File: config.mk
export PLATFORM = sky130hd
export DESIGN_NAME = interval_timer_sequencer
export DESIGN_NICKNAME = d
export VERILOG_FILES = /design/src/core/interval_timer_pkg.sv /design/src/core/counter_stage_if.sv /design/src/core/down_counter_stage.sv /design/src/core/interval_timer_sequencer.sv
export VERILOG_INCLUDE_DIRS = /design/src /design/src/core
export SDC_FILE = /design/constraint.sdc
export NUM_CORES = 1
export LEC_CHECK = 0
export BUFFER_PORTS_ARGS = -buffer_cell sky130_fd_sc_hd__buf_2
export CELL_PAD_IN_SITES_DETAIL_PLACEMENT = 1
export CELL_PAD_IN_SITES_GLOBAL_PLACEMENT = 1
export CORE_MARGIN = 2
export CORE_UTILIZATION = 32
export DETAILED_ROUTE_END_ITERATION = 16
export PLACE_DENSITY_LB_ADDON = 0.1
export SLEW_MARGIN = 20
export SYNTH_ARGS = -nofsm -noshare
export SYNTH_HDL_FRONTEND = slang
export SYNTH_SLANG_ARGS = --single-unit
File: constraint.sdc
create_clock -name aclk -period 4.7 [get_ports aclk]
set_clock_uncertainty 0.15 [all_clocks]
set_input_delay 0.235 -clock aclk [delete_from_list [all_inputs] [get_ports aclk]]
set_output_delay 0.235 -clock aclk [all_outputs]
set_load 0.005 [all_outputs]
File: src/core/interval_timer_params.svh
// Register offsets, field positions and reset values of the interval timer
`ifndef INTERVAL_TIMER_PARAMS_SVH
`define INTERVAL_TIMER_PARAMS_SVH

// ***************************************************************
// Register byte offsets
// ***************************************************************
`define ITS_CTRL_OFF      12'h000
`define ITS_STATUS_OFF    12'h004
`define ITS_PRESET_OFF    12'h008
`define ITS_COUNT_OFF     12'h00C
`define ITS_TOD_OFF       12'h010

// ***************************************************************
// Control bit positions
// ***************************************************************
`define CTRL_CLEAR_BIT    0
`define CTRL_LOAD_BIT     1

// ***************************************************************
// Reset values and widths
// ***************************************************************
`define CTRL_RESET        2'h1
`define STAGE_WIDTH       4
`define DEF_STAGES        2
`define TOD_WIDTH         16

`endif

File: src/core/interval_timer_pkg.sv
// Types shared by the interval timer files
package interval_timer_pkg;

  typedef enum logic [1:0]
  {
    AXI_RESP_OKAY   = 2'b00,
    AXI_RESP_SLVERR = 2'b10
  } axi_resp_e;

  typedef enum logic [1:0]
  {
    TMR_CLEAR = 2'b00,
    TMR_RUN   = 2'b01,
    TMR_DONE  = 2'b10
  } tmr_state_e;

endpackage

File: src/core/counter_stage_if.sv
// Borrow and zero signals that chain the counter stages together
`timescale 1ns/1ps
interface counter_stage_if #(parameter int STAGES = 2);
  logic [STAGES-1:0] borrow_in;
  logic [STAGES-1:0] zero;

  modport stage
  (
    input  borrow_in,
    output zero
  );
  modport chain
  (
    output borrow_in,
    input  zero
  );
endinterface

File: src/core/down_counter_stage.sv
// One four-bit down-counter stage with parallel preset and clear
`timescale 1ns/1ps
`include "interval_timer_params.svh"
module down_counter_stage
  import interval_timer_pkg::*;
#(
  parameter int W   = `STAGE_WIDTH,
  parameter int IDX = 0
)
(
  // Clock and reset
  input  wire logic          aclk,
  input  wire logic          aresetn,
  // Control
  input  wire logic          clear,
  input  wire logic          load,
  input  wire logic [W-1:0]  preset,
  // Chain
  counter_stage_if.stage     link,
  // State
  output logic [W-1:0]       count
);

  logic [W-1:0] count_ff;

  // ***************************************************************
  // Count down on borrow-in, preset on load, hold zero on clear
  // ***************************************************************
  always_ff @(posedge aclk)
  begin
    if (!aresetn || clear)
      count_ff <= '0;
    else if (load)
      count_ff <= preset;
    else if (link.borrow_in[IDX])
      count_ff <= count_ff - W'(1);
  end

  assign link.zero[IDX] = (count_ff == '0);
  assign count          = count_ff;

endmodule

File: src/core/interval_timer_sequencer.sv
// Cascadable down-counting interval timer with AXI4-Lite control
//
// How it works
// - The core is a chain of identical four-bit down-counter stages sized by a parameter.
// - The terminal count output is high during the interval and falls when it expires.
// - Several preset sources share the timer; their codes are ORed onto the data inputs.
// - The coded time of day is readable by software.
//
// Decided for this implementation: the placing of the registers and the AXI4-Lite slave port.
`timescale 1ns/1ps
`include "interval_timer_params.svh"
module interval_timer_sequencer
  import interval_timer_pkg::*;
#(
  parameter int STAGES  = `DEF_STAGES,
  parameter int SOURCES = 2
)
(
  // Clock and reset
  input  wire logic                         aclk,
  input  wire logic                         aresetn,
  // AXI4-Lite write address
  input  wire logic [11:0]                  s_axi_awaddr,
  input  wire logic                         s_axi_awvalid,
  output logic                              s_axi_awready,
  // AXI4-Lite write data
  input  wire logic [31:0]                  s_axi_wdata,
  input  wire logic [3:0]                   s_axi_wstrb,
  input  wire logic                         s_axi_wvalid,
  output logic                              s_axi_wready,
  // AXI4-Lite write response
  output logic [1:0]                        s_axi_bresp,
  output logic                              s_axi_bvalid,
  input  wire logic                         s_axi_bready,
  // AXI4-Lite read address
  input  wire logic [11:0]                  s_axi_araddr,
  input  wire logic                         s_axi_arvalid,
  output logic                              s_axi_arready,
  // AXI4-Lite read data
  output logic [31:0]                       s_axi_rdata,
  output logic [1:0]                        s_axi_rresp,
  output logic                              s_axi_rvalid,
  input  wire logic                         s_axi_rready,
  // Coded switch presets, one group per interval source
  input  wire logic [SOURCES*STAGES*4-1:0]  switch_presets,
  // Coded time of day from the external clock system
  input  wire logic [`TOD_WIDTH-1:0]        time_of_day,
  // Timer pin
  output logic                              terminal_count_output
);

  localparam int CW = STAGES * `STAGE_WIDTH;

  // ***************************************************************
  // Register state
  // ***************************************************************
  logic          counter_clear_line_ff;
  logic          parallel_load_enable_ff;
  logic          aw_held_ff;
  logic          w_held_ff;
  logic [11:0]   awaddr_ff;
  logic [31:0]   wdata_ff;
  logic [3:0]    wstrb_ff;
  logic          bvalid_ff;
  logic [1:0]    bresp_ff;
  logic          rvalid_ff;
  logic [31:0]   rdata_ff;
  logic [1:0]    rresp_ff;
  logic          tc_ff;
  logic [CW-1:0] preset_bus;
  logic [CW-1:0] count;
  logic          do_write;

  function automatic logic addr_known(input logic [11:0] a);
    addr_known = (a == `ITS_CTRL_OFF) || (a == `ITS_STATUS_OFF) || (a == `ITS_PRESET_OFF)
              || (a == `ITS_COUNT_OFF) || (a == `ITS_TOD_OFF);
  endfunction

  // ***************************************************************
  // Preset sources wire-ORed onto the counter data inputs
  // ***************************************************************
  always_comb
  begin
    preset_bus = '0;
    for (int s = 0; s < SOURCES; s++)
      preset_bus = preset_bus | switch_presets[s*CW +: CW];
  end

  // ***************************************************************
  // Counter chain
  // ***************************************************************
  counter_stage_if #(.STAGES(STAGES)) chain_if ();

  genvar g;
  generate
    for (g = 0; g < STAGES; g++)
    begin : g_stage
      if (g == 0)
      begin : g_first
        assign chain_if.borrow_in[0] = tc_ff;
      end
      else
      begin : g_next
        assign chain_if.borrow_in[g] = tc_ff && (&chain_if.zero[g-1:0]);
      end
      down_counter_stage #(.W(`STAGE_WIDTH), .IDX(g)) u_stage
      (
        .aclk    (aclk),
        .aresetn (aresetn),
        .clear   (counter_clear_line_ff),
        .load    (parallel_load_enable_ff),
        .preset  (preset_bus[g*`STAGE_WIDTH +: `STAGE_WIDTH]),
        .link    (chain_if),
        .count   (count[g*`STAGE_WIDTH +: `STAGE_WIDTH])
      );
    end
  endgenerate

  // ***************************************************************
  // Terminal output: high from load until the count reaches zero
  // ***************************************************************
  always_ff @(posedge aclk)
  begin
    if (!aresetn || counter_clear_line_ff)
      tc_ff <= 1'b0;
    else if (parallel_load_enable_ff)
      tc_ff <= (preset_bus != '0);
    else if (tc_ff && (count == CW'(1)))
      tc_ff <= 1'b0;
  end

  assign terminal_count_output = tc_ff;

  // ***************************************************************
  // AXI4-Lite write path; address and data taken in either order
  // ***************************************************************
  assign s_axi_awready = !aw_held_ff && !bvalid_ff;
  assign s_axi_wready  = !w_held_ff && !bvalid_ff;
  assign do_write      = aw_held_ff && w_held_ff && !bvalid_ff;

  always_ff @(posedge aclk)
  begin
    if (!aresetn)
    begin
      aw_held_ff <= 1'b0;
      awaddr_ff  <= 12'h000;
    end
    else if (s_axi_awvalid && s_axi_awready)
    begin
      aw_held_ff <= 1'b1;
      awaddr_ff  <= s_axi_awaddr;
    end
    else if (do_write)
      aw_held_ff <= 1'b0;
  end

  always_ff @(posedge aclk)
  begin
    if (!aresetn)
    begin
      w_held_ff <= 1'b0;
      wdata_ff  <= 32'h0000_0000;
      wstrb_ff  <= 4'h0;
    end
    else if (s_axi_wvalid && s_axi_wready)
    begin
      w_held_ff <= 1'b1;
      wdata_ff  <= s_axi_wdata;
      wstrb_ff  <= s_axi_wstrb;
    end
    else if (do_write)
      w_held_ff <= 1'b0;
  end

  always_ff @(posedge aclk)
  begin
    if (!aresetn)
    begin
      bvalid_ff <= 1'b0;
      bresp_ff  <= AXI_RESP_OKAY;
    end
    else if (do_write)
    begin
      bvalid_ff <= 1'b1;
      bresp_ff  <= addr_known(awaddr_ff) ? AXI_RESP_OKAY : AXI_RESP_SLVERR;
    end
    else if (s_axi_bready)
      bvalid_ff <= 1'b0;
  end

  assign s_axi_bvalid = bvalid_ff;
  assign s_axi_bresp  = bresp_ff;

  // ***************************************************************
  // Control register; load is a level that software drops itself
  // ***************************************************************
  always_ff @(posedge aclk)
  begin
    if (!aresetn)
    begin
      counter_clear_line_ff   <= 1'(`CTRL_RESET >> `CTRL_CLEAR_BIT);
      parallel_load_enable_ff <= 1'b0;
    end
    else if (do_write && awaddr_ff == `ITS_CTRL_OFF && wstrb_ff[0])
    begin
      counter_clear_line_ff   <= wdata_ff[`CTRL_CLEAR_BIT];
      parallel_load_enable_ff <= wdata_ff[`CTRL_LOAD_BIT];
    end
  end

  // ***************************************************************
  // AXI4-Lite read path
  // ***************************************************************
  assign s_axi_arready = !rvalid_ff;

  always_ff @(posedge aclk)
  begin
    if (!aresetn)
    begin
      rvalid_ff <= 1'b0;
      rdata_ff  <= 32'h0000_0000;
      rresp_ff  <= AXI_RESP_OKAY;
    end
    else if (s_axi_arvalid && s_axi_arready)
    begin
      rvalid_ff <= 1'b1;
      rresp_ff  <= addr_known(s_axi_araddr) ? AXI_RESP_OKAY : AXI_RESP_SLVERR;
      unique case (s_axi_araddr)
        `ITS_CTRL_OFF:   rdata_ff <= {30'h0, parallel_load_enable_ff, counter_clear_line_ff};
        `ITS_STATUS_OFF: rdata_ff <= {31'h0, tc_ff};
        `ITS_PRESET_OFF: rdata_ff <= 32'(preset_bus);
        `ITS_COUNT_OFF:  rdata_ff <= 32'(count);
        `ITS_TOD_OFF:    rdata_ff <= 32'(time_of_day);
        default:         rdata_ff <= 32'h0000_0000;
      endcase
    end
    else if (s_axi_rready)
      rvalid_ff <= 1'b0;
  end

  assign s_axi_rvalid = rvalid_ff;
  assign s_axi_rdata  = rdata_ff;
  assign s_axi_rresp  = rresp_ff;

endmodule

==> impl_metrics.sql <==
INSERT INTO impl_metrics (metric_group, metric, value, unit) VALUES
('setup_path', 'critical_path.n_buffers_inverters', '0', ''),
('power_and_ir_drop', 'internal_power', '642', 'uW'),
('placed_design', 'placed_cells', '450', ''),
('drt', 'vias_per_cell', '4.63', ''),
('yosys', 'ys_async_sr_fraction', '0', ''),
('run_status', 'outcome', 'complete, no violations', ''),
('timing', 'min_period', '1.83', 'ns'),
('setup_path', 'startpoint_type', 'flop', ''),
('yosys', 'synth_top_cells_by_count', '49 x sky130_fd_sc_hd__nand2_1, 48 x sky130_fd_sc_hd__dfxtp_1, 19 x sky130_fd_sc_hd__nor2_1', ''),
('yosys', 'postSynthAreaPerCell', '8.52', 'sq um'),
('clock_tree', 'cts_htree_levels', '2', ''),
('timing', 'fmax', '547', 'MHz'),
('power_and_ir_drop', 'leakage', '0.00130', 'uW'),
('floorplan', 'fp-row-count', '31', ''),
('drt', 'finalWirelength', '6.22', 'mm'),
('layout', 'area_growth_syn_to_layout', '26.8', '%'),
('placed_design', 'placed_area', '2800', 'sq um'),
('yosys', 'number_of_warnings_printed_during_yosys_synthesis', '0', ''),
('min_path', 'hp-start', 's_axi_arvalid', ''),
('yosys', 'yosys.area.top_type', 'sky130_fd_sc_hd__dfxtp_1', ''),
('yosys', 'most_used_standard_cell_by_instance_count_after_synthesis', 'sky130_fd_sc_hd__nand2_1', ''),
('yosys', 'seq_area_frac_synth', '0.406', ''),
('clock_tree', 'cts_inserted_buffers', '5', ''),
('power_and_ir_drop', 'netSwitchingPower', '211', 'uW'),
('layout', 'nNetsFinal', '470', ''),
('setup_path', 'endpoint_kind', 'flop', ''),
('setup_path', 'critical-path-max-stage-delay', '0.68', 'ns'),
('flow_run', 'max_cap_violations', '0', ''),
('yosys', 'ys_top_cells_by_area', 'sky130_fd_sc_hd__dfxtp_1 41%, sky130_fd_sc_hd__nand2_1 7.8%, sky130_fd_sc_hd__buf_4 5.7%, sky130_fd_sc_hd__a21boi_0 4.4%, sky130_fd_sc_hd__a22o_2 3.4%', ''),
('setup_path', 'critPathKind', 'reg -> reg', ''),
('drt', 'vias', '2159', ''),
('clock_tree', 'worstSkewPairLatency', '0.30', 'ns'),
('floorplan', 'chipHeight', '90.0', 'um'),
('grt', 'grt_start_max_net_pins', '31', ''),
('layout', 'final-instance-count-excl-fill', '466', ''),
('yosys', 'netlist_area', '2370', 'sq um'),
('drt', 'ant_nets', '0', ''),
('timing', 'final_hold_viol_count', '0', ''),
('power_and_ir_drop', 'power.combinational.fraction', '0.121', ''),
('layout', 'fillers', '925', ''),
('setup_path', 'critical_path_at', '1.88', 'ns'),
('clock_tree', 'cts_tree', 'built', ''),
('timing', 'period_utilisation_layout', '0.389', ''),
('timing', 'worst_slew_margin_rel', '0.457', ''),
('power_and_ir_drop', 'p_sw_frac', '0.247', ''),
('yosys', 'ys_types', '47', ''),
('timing', 'finalSetupViolations', '0', ''),
('setup_path', 'critical_path.top_delay_family', 'simple AND/OR/NAND/NOR gates', ''),
('grt', 'grt_antenna_before_repair', '0', ''),
('yosys', 'post-synth-top-area-fraction', '0.406', ''),
('layout', 'num_antenna_cells', '0', ''),
('timing', 'maxSlewViolCount', '0', ''),
('placed_design', 'gp_routability_congestion', '0.791', ''),
('power_and_ir_drop', 'power.ir.vdd_worst', '0.000107', 'V'),
('floorplan', 'die_width', '90.0', 'um'),
('setup_path', 'crit_slowest_cell', 'sky130_fd_sc_hd__or4b_2', ''),
('grt', 'grt_pass1_vias', '2162', ''),
('drt', 'drt-initial-drc-count', '69', ''),
('floorplan', 'full_die_area', '8110', 'sq um'),
('power_and_ir_drop', 'pwr_density_cell', '284', 'nW/um^2'),
('drt', 'drc', '0', ''),
('yosys', 'synthesis.instances', '278', ''),
('setup_path', 'timing.critical_path.cells', 'or4b_2, nor3_2, mux2_2', ''),
('setup_path', 'startpoint_of_the_most_critical_register_to_register_path', 'awaddr_ff[2]', ''),
('power_and_ir_drop', 'pwr-share-seq', '0.500', ''),
('setup_path', 'crit_start', 'awaddr_ff[2]', ''),
('clock_tree', 'cts.clk_slew.worst_paths', '0.09', 'ns'),
('grt', 'overflow', '0', ''),
('power_and_ir_drop', 'p_clk_frac', '0.379', ''),
('placed_design', 'port_buffers', '89', ''),
('yosys', 'postSynthRegisterBits', '48', '');
power groups by stage:
stage	Sequential [uW]	Clock (uW)	Combinational [uW]
5_1_grt	429	350	118
2_1_floorplan	434	0	65.4
3_5_place_dp	436	0	99.5
6_report	427	323	103
3_3_place_gp	436	0	97.6
4_1_cts	427	332	105
registers in the layout (all words and copies together), names as in the netlist:
signal and count:
s_axi_rresp 1, s_axi_bresp 1, s_axi_rdata 16, parallel_load_enable_ff 1, wdata_ff 2, wstrb_ff 1
s_axi_bvalid 1, w_held_ff 1, counter_clear_line_ff 1, terminal_count_output 1, s_axi_rvalid 1, awaddr_ff 12
g_stage.u_stage.count 8, aw_held_ff 1
per-layer routing:
layer	routed length, um	GRT usage	up-vias
li1	-	-	1094
met1	2970	0.207	991
met2	2800	0.247	67
met3	360	0.0436	7
met4	81	0.0462	0
met5	0	0	-
through the flow:
| stage | util | hold WS, ns | power (uW) | worst slack (ns) |
|---|---|---|---|---|
| final | 0.416 | 0.0156 | 853 | 2.87 |
| after CTS | 0.416 | 0.00850 | 863 | 2.85 |
| after floorplan | - | 0.216 | 500 | 2.95 |
| after global routing | 0.416 | 0.00438 | 898 | 2.72 |
| after detailed placement | 0.388 | 0.290 | 536 | 2.74 |
| after global placement | 0.388 | 0.285 | 534 | 2.73 |
layout by cell type, fill, tap and decap left out, types with 5 or more instances in the layout:
cell,n
sky130_fd_sc_hd__a22oi_1,6
sky130_fd_sc_hd__ha_1,5
sky130_fd_sc_hd__nor2b_1,5
sky130_fd_sc_hd__buf_2,89
sky130_fd_sc_hd__o21ai_0,12
sky130_fd_sc_hd__nor2_1,19
sky130_fd_sc_hd__dlygate4sd3_1,8
sky130_fd_sc_hd__nand2b_1,6
sky130_fd_sc_hd__a21oi_1,6
sky130_fd_sc_hd__inv_1,7
sky130_fd_sc_hd__conb_1,18
sky130_fd_sc_hd__clkbuf_8,6
sky130_fd_sc_hd__dfxtp_1,48
sky130_fd_sc_hd__a22o_2,8
sky130_fd_sc_hd__a21boi_0,14
sky130_fd_sc_hd__o21ai_1,7
sky130_fd_sc_hd__nand2_1,49
sky130_fd_sc_hd__mux2i_1,5
worst reg2reg max path, cell delays in order, from the launching register on:
cell,delay (ns)
sky130_fd_sc_hd__dfxtp_1,0.33
sky130_fd_sc_hd__or4b_2,0.68
sky130_fd_sc_hd__nor3_2,0.21
sky130_fd_sc_hd__mux2_2,0.36
cell type report:
class | instances | area [sq um] | share of cell area
repair buffers | 97 | 526 | 0.175
clock inverters | 2 | 38.8 | 0.0129
flip-flops and latches | 48 | 961 | 0.320
multi-input cells | 207 | 1250 | 0.415
well taps | 99 | 124 | 0.0412
clock buffers | 6 | 82.6 | 0.0275
inverters | 7 | 26.3 | 0.00875
final timing paths:
| path | end | slack, ns | cells after the start |
|---|---|---|---|
| max reg2reg | counter_clear_line_ff | 2.87 | 3 |
| min | s_axi_rvalid | 0.02 | 2 |
| min reg2reg | s_axi_rdata[4] | 0.30 | 2 |
| max | counter_clear_line_ff | 2.87 | 3 |
cell families after synthesis:
| family | Yosys count | share of synthesized area |
|---|---|---|
| AND/OR/NAND/NOR | 104 | 0.218 |
| flip-flops | 48 | 0.406 |
| XOR/XNOR | 6 | 0.0222 |
| multiplexers | 6 | 0.0259 |
| adder cells (fa/ha/maj) | 5 | 0.0264 |
| AO/OA/AOI/OAI | 68 | 0.205 |
| buffers and inverters | 40 | 0.0951 |
| other | 1 | 0.00158 |
what timing repair did:
item | in CTS | in global routing
hold buffers | 8 | 0
gates resized for setup | 0 | 0
hold endpoints to repair | 8 | 0
buffers inserted | 0 | 0
Note: power is estimated with default switching activity, not from simulation.
